## src/logic/bffu_map.vh

```
// constants for the burst flash fetch unit
`ifndef BFFU_MAP_VH
`define BFFU_MAP_VH
// word step of the 32-bit burst interface, in bytes
`define BFFU_WORD_STEP   32'h00000004
// bytes covered by the four instructions held per branch entry
`define BFFU_ENTRY_BYTES 32'h00000010
// prefetch queue depth in instructions
`define BFFU_QDEPTH      3'h4
// instructions held per branch cache entry
`define BFFU_ENTRY_WORDS 3'h4
// highest burst fetch rate the flash side supports, in MHz
`define BFFU_FETCH_MHZ   96
// recency ages after reset: entry 0 youngest, entry 3 oldest
`define BFFU_AGE_RESET   8'he4
`endif

```

## src/logic/bffu_top.v

```verilog
// burst flash fetch unit: prefetch queue, branch target cache and flash port
// Overview of operation
// RULE1 - read flash over dedicated 32-bit burst port
// RULE2 - queue holds four instructions ahead
// RULE3 - four general branch cache entries beside queue
// RULE4 - keep prefetching in every idle flash cycle (code issues no prefetch while the queue is full or a literal read waits)
// RULE5 - one 32-bit word per prefetch, up to 96 MHz
// RULE6 - non-sequential address checks branch cache first
// RULE7 - entry holds target and first four instructions
// RULE8 - all four tags compared in parallel
// RULE9 - hit feeds cached words, queue fetches beyond
// RULE10 - fifth entry reserved for interrupt vector read
// RULE11 - literal reads never flush the queue
// RULE12 - fifth entry permanently holds vector-read instruction
// RULE13 - miss stalls core, allocates least recent entry
// RULE14 - hits update recency order for replacement
`include "bffu_map.vh"
`timescale 1ns/1ps
`default_nettype none
module bffu_top #(
  parameter [31:0] VEC_INSTR = 32'h00000000
)(
  // clock, reset, enable
  input  wire        clock,
  input  wire        srst,
  input  wire        clk_en,
  // core instruction port
  input  wire        core_req,
  input  wire [31:0] core_addr,
  input  wire        core_literal,
  input  wire        core_irq_vec,
  output reg         core_ack,
  output reg  [31:0] core_rdata,
  output reg         core_stall,
  output reg         bc_hit,
  // flash burst port
  output reg         flash_req,
  output reg  [31:0] flash_addr,
  output reg         flash_seq,
  input  wire        flash_valid,
  input  wire [31:0] flash_rdata
);

  ////////////////////////////////////////////////////////////////////////////
  function [1:0] age_of;
    input [7:0] ages;
    input [1:0] idx;
    begin
      age_of = ages[{idx, 1'b0} +: 2];
    end
  endfunction

  // invalid entries are filled first, else the oldest one
  function [1:0] pick_victim;
    input [3:0] val;
    input [7:0] ages;
    integer     k;
    begin
      pick_victim = 2'h0;
      for (k = 3; k >= 0; k = k - 1)
        if (age_of(ages, k[1:0]) == 2'h3)
          pick_victim = k[1:0];
      for (k = 3; k >= 0; k = k - 1)
        if (!val[k])
          pick_victim = k[1:0];
    end
  endfunction

  function [7:0] touch;
    input [7:0] ages;
    input [1:0] idx;
    integer     k;
    reg   [1:0] a;
    begin
      a = age_of(ages, idx);
      touch = ages;
      for (k = 0; k < 4; k = k + 1)
        if (k[1:0] == idx)
          touch[2*k +: 2] = 2'h0;
        else if (age_of(ages, k[1:0]) < a)
          touch[2*k +: 2] = age_of(ages, k[1:0]) + 2'h1;
    end
  endfunction

  ////////////////////////////////////////////////////////////////////////////
  // storage
  reg [31:0] q_mem [0:3];
  reg [31:0] bc_data [0:15];
  reg [31:0] bc_tag [0:3];
  reg [1:0]  q_rd_reg;
  reg [1:0]  q_wr_reg;
  reg [2:0]  q_cnt_reg;
  reg [31:0] q_addr_reg;
  reg [31:0] f_addr_reg;
  reg        busy_reg;
  reg        busy_lit_reg;
  reg        drop_reg;
  reg        seq_ok_reg;
  reg        alloc_reg;
  reg [1:0]  alloc_idx_reg;
  reg [1:0]  alloc_cnt_reg;
  reg [31:0] alloc_tag_reg;
  reg [3:0]  bc_val_reg;
  reg [7:0]  bc_age_reg;

  ////////////////////////////////////////////////////////////////////////////
  // request decode
  reg        take;
  reg        in_stream;
  reg [3:0]  hit_vec;
  reg        hit;
  reg [1:0]  hit_idx;
  reg        pop;
  reg        flush;
  reg        ret;
  reg        push;
  reg        lit_issue;
  reg        can_issue;
  reg        pf_issue;
  reg [2:0]  cnt_next;
  reg        ack_next;
  reg [31:0] data_next;
  reg        alloc_done;
  integer    i;
  integer    j;

  always @*
  begin
    take      = core_req & ~core_ack;
    in_stream = core_addr == q_addr_reg;
    hit_idx   = 2'h0;
    for (i = 0; i < 4; i = i + 1)
    begin
      hit_vec[i] = bc_val_reg[i] & (bc_tag[i] == core_addr);  // see RULE8
      if (hit_vec[i])
        hit_idx = i[1:0];
    end
    hit   = |hit_vec;
    // literal and vector reads bypass the stream test entirely
    pop   = take & ~core_literal & ~core_irq_vec & in_stream
            & (q_cnt_reg != 3'h0);                            // see RULE2
    flush = take & ~core_literal & ~core_irq_vec & ~in_stream; // see RULE11
    ret   = flash_valid & busy_reg;
    push  = ret & ~busy_lit_reg & ~drop_reg & ~flush;
    can_issue = ~busy_reg | ret;                              // see RULE4
    lit_issue = take & core_literal & ~busy_lit_reg & can_issue;
    if (flush)
      cnt_next = hit ? 3'h3 : 3'h0;                           // see RULE9
    else
      cnt_next = q_cnt_reg + {2'h0, push} - {2'h0, pop};
    pf_issue = can_issue & ~lit_issue & (cnt_next < `BFFU_QDEPTH)
               & ~(take & core_literal);
    alloc_done = push & alloc_reg & (alloc_cnt_reg == 2'h3);
    ack_next  = 1'b0;
    data_next = core_rdata;
    if (take & core_irq_vec)
    begin
      ack_next  = 1'b1;
      data_next = VEC_INSTR;                                  // see RULE10, RULE12
    end
    else if (pop)
    begin
      ack_next  = 1'b1;
      data_next = q_mem[q_rd_reg];
    end
    else if (flush & hit)
    begin
      ack_next  = 1'b1;
      data_next = bc_data[{hit_idx, 2'h0}];                   // see RULE9
    end
    else if (ret & busy_lit_reg)
    begin
      ack_next  = 1'b1;
      data_next = flash_rdata;
    end
  end

  ////////////////////////////////////////////////////////////////////////////
  // queue, flash port and core answer
  always @(posedge clock)
  begin
    if (srst)
    begin
      q_rd_reg     <= 2'h0;
      q_wr_reg     <= 2'h0;
      q_cnt_reg    <= 3'h0;
      q_addr_reg   <= 32'h00000000;
      f_addr_reg   <= 32'h00000000;
      busy_reg     <= 1'b0;
      busy_lit_reg <= 1'b0;
      drop_reg     <= 1'b0;
      seq_ok_reg   <= 1'b0;
      core_ack     <= 1'b0;
      core_rdata   <= 32'h00000000;
      core_stall   <= 1'b0;
      bc_hit       <= 1'b0;
      flash_req    <= 1'b0;
      flash_addr   <= 32'h00000000;
      flash_seq    <= 1'b0;
    end
    else if (clk_en)
    begin
      core_ack   <= ack_next;
      core_rdata <= data_next;
      core_stall <= take & ~ack_next;                         // see RULE13
      bc_hit     <= flush & hit;
      q_cnt_reg  <= cnt_next;
      if (flush)
      begin
        // a hit preloads the three remaining cached words
        for (j = 0; j < 3; j = j + 1)
          q_mem[j] <= bc_data[{hit_idx, 2'h1 + j[1:0]}];
        q_rd_reg   <= 2'h0;
        q_wr_reg   <= hit ? 2'h3 : 2'h0;
        q_addr_reg <= hit ? core_addr + `BFFU_WORD_STEP : core_addr;  // see RULE6
        // a word still in flight belongs to the old stream
        drop_reg   <= busy_reg & ~ret;
      end
      else
      begin
        if (push)
        begin
          q_mem[q_wr_reg] <= flash_rdata;                     // see RULE5
          q_wr_reg        <= q_wr_reg + 2'h1;
        end
        if (pop)
        begin
          q_rd_reg   <= q_rd_reg + 2'h1;
          q_addr_reg <= q_addr_reg + `BFFU_WORD_STEP;
        end
        if (ret)
          drop_reg <= 1'b0;
      end
      flash_req <= lit_issue | pf_issue;                      // see RULE1
      flash_seq <= pf_issue & seq_ok_reg & ~flush;
      if (lit_issue)
      begin
        flash_addr <= core_addr;
        seq_ok_reg <= 1'b0;
      end
      else if (pf_issue)
      begin
        if (flush)
          flash_addr <= hit ? core_addr + `BFFU_ENTRY_BYTES : core_addr;
        else
          flash_addr <= f_addr_reg;
        seq_ok_reg <= 1'b1;
      end
      else if (flush)
        seq_ok_reg <= 1'b0;
      if (flush)
        f_addr_reg <= (hit ? core_addr + `BFFU_ENTRY_BYTES : core_addr)
                      + (pf_issue ? `BFFU_WORD_STEP : 32'h00000000);
      else if (pf_issue)
        f_addr_reg <= f_addr_reg + `BFFU_WORD_STEP;
      if (lit_issue | pf_issue)
      begin
        busy_reg     <= 1'b1;
        busy_lit_reg <= lit_issue;
      end
      else if (ret)
      begin
        busy_reg     <= 1'b0;
        busy_lit_reg <= 1'b0;
      end
    end
  end

  ////////////////////////////////////////////////////////////////////////////
  // branch cache allocation and recency
  always @(posedge clock)
  begin
    if (srst)
    begin
      alloc_reg     <= 1'b0;
      alloc_idx_reg <= 2'h0;
      alloc_cnt_reg <= 2'h0;
      alloc_tag_reg <= 32'h00000000;
      bc_val_reg    <= 4'h0;
      bc_age_reg    <= `BFFU_AGE_RESET;
    end
    else if (clk_en)
    begin
      if (flush & hit)
      begin
        alloc_reg  <= 1'b0;
        bc_age_reg <= touch(bc_age_reg, hit_idx);             // see RULE14
      end
      else if (flush)
      begin
        // the victim is invalid until all four words have landed
        alloc_reg     <= 1'b1;
        alloc_idx_reg <= pick_victim(bc_val_reg, bc_age_reg);  // see RULE13
        alloc_cnt_reg <= 2'h0;
        alloc_tag_reg <= core_addr;
        bc_val_reg[pick_victim(bc_val_reg, bc_age_reg)] <= 1'b0;
      end
      else if (push & alloc_reg)
      begin
        bc_data[{alloc_idx_reg, alloc_cnt_reg}] <= flash_rdata;  // see RULE7
        alloc_cnt_reg <= alloc_cnt_reg + 2'h1;
        if (alloc_done)
        begin
          alloc_reg                 <= 1'b0;
          bc_tag[alloc_idx_reg]     <= alloc_tag_reg;
          bc_val_reg[alloc_idx_reg] <= 1'b1;                  // see RULE3
          bc_age_reg                <= touch(bc_age_reg, alloc_idx_reg);
        end
      end
    end
  end

endmodule
`default_nettype wire

```

## config.mk

```make
export PLATFORM = sky130hd
export DESIGN_NAME = bffu_top
export DESIGN_NICKNAME = d
export VERILOG_FILES = /design/src/logic/bffu_top.v
export VERILOG_INCLUDE_DIRS = /design/src /design/src/logic
export SDC_FILE = /design/constraint.sdc
export NUM_CORES = 2
export LEC_CHECK = 0
export BUFFER_PORTS_ARGS = -buffer_cell sky130_fd_sc_hd__buf_2
export CORE_MARGIN = 4
export CORE_UTILIZATION = 40
export CTS_CLUSTER_DIAMETER = 40
export DETAILED_ROUTE_END_ITERATION = 8
export PLACE_DENSITY = 0.53
export SLEW_MARGIN = 30
export SYNTH_ARGS = -nofsm -noshare
export SYNTH_HDL_FRONTEND = slang
export SYNTH_SLANG_ARGS = --single-unit
```

## constraint.sdc

```tcl
create_clock -name clock -period 11.4 [get_ports clock]
set_clock_uncertainty 0.2 [all_clocks]
set_input_delay 1.14 -clock clock [delete_from_list [all_inputs] [get_ports clock]]
set_output_delay 1.14 -clock clock [all_outputs]
set_load 0.01 [all_outputs]
```

## Word level (Yosys, flattened, before mapping)

Memories as Yosys holds them, arrays and structs flattened. A register that Yosys moved wholly into a read port is not among the register bits.
Cells that the tools add are included.

- Add/subtract/negate cells: 14
- Multipliers: 0
- Divide/modulo/power cells: 0
- Order comparisons: 13
- Equal/unequal tests: 21
- Shift operators: 2
- Muxes and demuxes: 107
- Bitwise operators: 47
- Reductions and logical operators: 41

Operators by type and width:

| operator | count |
|---|---|
| 32-bit 2-to-1 mux | 14 |
| 32-bit == test | 5 |
| 32-bit by 3-bit adder with 32-bit output, second input constant | 3 |
| 2-bit 2-to-1 mux | 41 |
| 1-bit 2-to-1 mux | 41 |
| 32-bit by 3-bit adder with 32-bit output | 1 |
| 32-bit by 5-bit adder with 32-bit output, second input constant | 1 |
| 8-bit 2-to-1 mux | 4 |
| 32-bit OR reduction | 1 |
| 1-bit bitwise AND | 29 |
| 6-bit AND reduction | 4 |
| 3-bit nonzero test | 8 |
| 2-bit nonzero test | 10 |
| 2-bit less-than comparator | 8 |
| 2-bit AND reduction | 8 |
| 8-bit by 4-bit variable part select with 2-bit output | 2 |
| 2-bit by 1-bit adder with 2-bit output, second input constant | 7 |
| 1-bit NOT | 13 |
| 4-bit 2-to-1 mux | 3 |
| 3-bit by 1-bit inequality test with 1-bit output, second input constant | 4 |
| 2-bit == test, second input constant | 5 |
| 3-bit AND reduction | 3 |
| 2-bit == test, first input constant | 4 |
| 2-bit by 3-bit less-than comparator with 1-bit output, second input constant | 2 |
| 17 further kinds | 24 |

- Flip-flop bits (word level): 193
- Bits in latches: 0
- Memory bits (writable): 768
- ROM bits: 0
- Output and inout bits: 69
- Logic and storage cells: 273
- Memories: 3

Memory list:

| memory | depth | width | rd ports | clocked after memory_dff | write ports | RTL line | RTL |
|---|---|---|---|---|---|---|---|
| bc_data | 16 | 32 | 4 | 0 | 1 | bffu_top.v:88 | `reg [31:0] bc_data [0:15];` |
| bc_tag | 4 | 32 | 4 | 0 | 1 | bffu_top.v:89 | `reg [31:0] bc_tag [0:3];` |
| q_mem | 4 | 32 | 1 | 1 | 3 | bffu_top.v:87 | `reg [31:0] q_mem [0:3];` |

## Logic depth before layout (Yosys ltp)

- Depth after elaboration: 20
- Mapped depth: 24

## Worst setup path before layout

No wires, ideal clock.

- Path type: input -> register
- Start: in core_addr[12]
- End: reg f_addr_reg[21]
- Arrival time: 6507 ps
- Required time: 11121 ps
- Setup slack: 4614 ps
- Cell stages on the path: 23
- Path buffers: 5
- Cell sequence: clkbuf_1 > clkbuf_1 > xor2_1 > nor4_1 > nand4_1 > o21bai_1 > clkbuf_1 > clkbuf_1 > buf_1 > nand3_1 > ha_1 > inv_1 > ha_1 > fa_1 > xor2_1 > xnor2_1 > a21oi_1 > ha_1 > nand3_1 > or2_1 > or3_4 > or4_1 > o211ai_1

- Word-level cells in the longest chain between the ends: 14

Ends and longest elaborated chain:

| what | RTL line | RTL |
|---|---|---|
| from (decl) | bffu_top.v:29 | `input wire [31:0] core_addr,` |
| 32-bit == test | bffu_top.v:130 | `in_stream = core_addr == q_addr_reg;` |
| 1-bit NOT | bffu_top.v:142 | `flush = take & ~core_literal & ~core_irq_vec & ~in_stream;` |
| 1-bit bitwise AND | bffu_top.v:142 |  |
| 1-bit NOT | bffu_top.v:144 | `push = ret & ~busy_lit_reg & ~drop_reg & ~flush;` |
| 1-bit bitwise AND | bffu_top.v:144 |  |
| 3-bit by 1-bit adder with 3-bit output | bffu_top.v:150 | `cnt_next = q_cnt_reg + {2'h0, push} - {2'h0, pop};` |
| 3-bit by 1-bit subtractor with 3-bit output | bffu_top.v:150 |  |
| 3-bit 2-to-1 mux | bffu_top.v:147 | `if (flush)` |
| 3-bit less-than comparator (no source line) | - |  |
| 1-bit bitwise AND (2 in a row) | bffu_top.v:151 | `` pf_issue = can_issue & ~lit_issue & (cnt_next < `BFFU_QDEPTH) `` |
| 3-bit 2-to-1 mux | bffu_top.v:253 | `` + (pf_issue ? `BFFU_WORD_STEP : 32'h00000000); `` |
| 32-bit by 3-bit adder with 32-bit output | bffu_top.v:252 | `` f_addr_reg <= (hit ? core_addr + `BFFU_ENTRY_BYTES : core_addr) `` |
| 32-bit 2-to-1 mux | bffu_top.v:251 | `if (flush)` |
| to (signal assigned) | bffu_top.v:252 |  |
| to (signal assigned) | bffu_top.v:255 | `` f_addr_reg <= f_addr_reg + `BFFU_WORD_STEP; `` |
| to (decl) | bffu_top.v:94 | `reg [31:0] f_addr_reg;` |

Parallel ways exist; a longest one is shown, timed or not.
A chain may end at the register's enable or synchronous reset.

## Final worst setup path

- Start: in core_addr[15]
- End: reg f_addr_reg[26]

The elaborated chain is that of the path after synthesis.

==> summary.txt <==
Cells and area
  – Largest register FFs: 512
  – Multi-input gate area: about 15000 µm²
  – Most flops, register: bc_data
  – Largest regs: bc_data (512), bc_tag (128), q_mem (128)
  – Fin nets: 3998
  – Final Util: 47.04%
  – Register Area: 26970 µm²
  – Syn-to-layout area delta: 16.07%
  – Layout cell share with drive strength beyond 1: 13.23%
  – Final instance area: 49860 µm²
  – Fillcell total: 9654

Place
  – Pre-CTS setup slack: 4.168 ns
  – Final Wtd Congestion: 0.9218
  – DP Wirelength: 84210 µm
  – Dpl cell area: 45060 µm²
  – I/O Buffers: 139

Synthesis
  – Most frequent cells after synthesis: edfxtp_1, nor2_1, nand2_1
  – Top post-synthesis cells by area: edfxtp_1, dfxtp_1, a21oi_1
  – Sequential area share after synthesis: between 60 and 70%
  – Mapped Cells: 3830
  – Synth unique cells: 86
  – Ys flop type: edfxtp_1
  – Ys Warns: 0
  – Syn_area_per_cell: ~11 µm²
  – Synth async-reset ratio: 0%
  – Net Count, Synth: 3931
  – Most instantiated library cell after synthesis: edfxtp_1
  – Synth Register Bits: 963
  – EDFF count, synth: 768
  – Mapped Area: 42960 µm²
  – Yosys top cell area share: 53.68%
  – Post-synth top area cell: edfxtp_1

STA
  – Fmax: approximately 150 MHz
  – Slew margin rel.: approximately 6.9%
  – Final WS setup: just under 5 ns
  – TNS Setup: 0 ns
  – Endpoints failing setup: 0
  – Max Transition Viols Final: 0
  – Tmin final: 6.579 ns
  – Final period util: 57.71%
  – Worst-margin pin slew: around 1.4 ns
  – Hold Fails Final Rpt: 0
  – RSZ-0062 raised after global routing: no
  – Final hold slack: 0.2473 ns

Min path
  – Hold WC Path Type: flip-flop to flip-flop

Global routing
  – Initial antenna violation count: 5
  – Gr usage total: 24.51%
  – Largest net degree at the start of global routing: 196
  – Vias in the first global route: 29.95k
  – First-pass GRT wire length: just over 200000 µm
  – Gr ovfl total: 0

Detailed routing
  – Iteration-0 DRC Markers: between 3k and 4k
  – Via-to-Cell Ratio: around 6
  – Final wirelength: between 100000 and 150000 µm
  – DRT antenna net count: 0
  – Routed len/inst: 26.06 µm
  – DRT Pass-1 Iters: 6
  – Via count: around 32k
  – DRC: 0

Worst setup path
  – Crit path required time: 11.81 ns
  – CP bufs+invs: 2
  – Crit path DAT: 6.99 ns
  – CP max FO: 24
  – CP max-delay cell: o21bai_4
  – Endpoint class of the critical path: flip-flop
  – Startpoint Class: input pin
  – Top Family by Delay on Critical Path: simple AND/OR/NAND/NOR gates
  – Kind of critical path: input pin to flip-flop
  – Max incr delay on CP: 0.68 ns
  – CP cell instances: buf_2 -> xor2_1 -> nor4_1 -> nand4_1 -> o21bai_4 -> nand3_1 -> ha_1 -> inv_1 -> ha_1 -> fa_1 -> xor2_1 -> xnor2_1 -> a21oi_1 -> ha_1 -> ha_1 -> nand2_1 -> nor2_1 -> nand3_1 -> xnor2_1 -> a2111oi_0
  – Most used cell, CP: ha_1

Clock network
  – Clock Latency Late Sink: about 0.76 ns
  – Clk buf depth: 3
  – H-tree levels: 4
  – Number of clock sinks: 963
  – CTS tree: built
  – CTS root buffer: clkbuf_16
  – Cts hold-fix bufs: 0
  – Worst-path clk slew: 0.04 ns
  – Postcts setup bufs: 0
  – Total CTS buffers: 138
  – Post-CTS Resized: 0

Flow run
  – MaxCap Viol Count: 0

Floorplanning
  – Area of the die: 112700 µm²
  – I/O pin count: 140
  – Die Width: 335.7 µm
  – Row count: 119
  – DIE HEIGHT: 335.7 µm
  – Initial core utilization: roughly two fifths
  – Total core area: around 110000 µm²

Outcome
  – Status: finished, final reports clean

Power
  – Pwr Density: 171.7 nW/µm²
  – Max IR drop VDD: 0.1479 mV
  – Pleak: approximately 0.016 µW
stage by stage:
step           instances  total power, µW
3_3_place_gp        5148             4278
6_report            5407             8560
4_1_cts             5404             8633
5_1_grt             5404             8827
3_5_place_dp        5148             4280
2_1_floorplan       3830             4108
path summary, 6_finish.rpt:
path,cells after the start,slack [ns],end,start
max,20,4.82,f_addr_reg[26],core_addr[15]
min,2,0.25,flash_addr[22],flash_addr[22]
max reg2reg,19,4.96,f_addr_reg[26],q_addr_reg[15]
min reg2reg,2,0.25,flash_addr[22],flash_addr[22]
logic make-up (layout without fill, tap and decap cells):
logic type / count (synthesis) / in the layout / synth area share (%)
and+or+nand+nor: 1372 / 1372 / 14.60
DFF: 963 / 963 / 62.77
AOI/OAI and AO/OA: 877 / 877 / 12.22
buffers and inverters: 317 / 500 / 2.898
xor gates and xnor gates: 228 / 228 / 4.648
muxes: 43 / 43 / 1.972
adders and majority gates: 30 / 30 / 0.8912
other: 0 / 3 / 0
cell type report:
cell class | count | share of cell area [%]
Antenna cell | 3 | 0.01506
Sequential cell | 963 | 54.09
Multi-Input combinational cell | 2550 | 30.04
Clock buffer | 165 | 7.438
Inverter | 39 | 0.2936
Tap cell | 1391 | 3.490
Clock inverter | 91 | 2.181
Timing Repair Buffer | 205 | 2.457
worst register-to-register path: stages (launching register included):
cell and delay, ns:
dfxtp_1 0.60, xor2_1 0.14, nor4_1 0.41, nand4_1 0.39
o21bai_4 0.68, nand3_1 0.15, ha_1 0.32, inv_1 0.04
ha_1 0.19, fa_1 0.38, xor2_1 0.24, xnor2_1 0.12
a21oi_1 0.43, ha_1 0.38, ha_1 0.19, nand2_1 0.12
nor2_1 0.58, nand3_1 0.20, xnor2_1 0.16, a2111oi_0 0.37
cells in the final DEF (no fill, tap or decap), types with 123 or more instances in the layout:
cell type	instances
clkbuf_16	141
o21ai_0	123
a31oi_1	156
a21oi_1	357
nand2_1	406
dfxtp_1	193
nor2_1	428
buf_2	138
edfxtp_1	768
nand3_1	165
xnor2_1	132
routing by layer:
metal	up-vias	track usage, %	routed length, µm
li1	14390	-	-
met1	15670	33.33	59900
met3	272	4.271	9568
met4	2	9.011	4799
met2	1271	39.60	66630
met5	-	0	7
report_power, final:
group / switching [µW] / total, µW / leakage, µW / internal (µW)
clock: 1700 / 4350 / 0.00229 / 2650
combinational: 265 / 369 / 0.00552 / 103
sequential: 30.9 / 3840 / 0.00849 / 3810
Power figures use the tool's default switching activity.
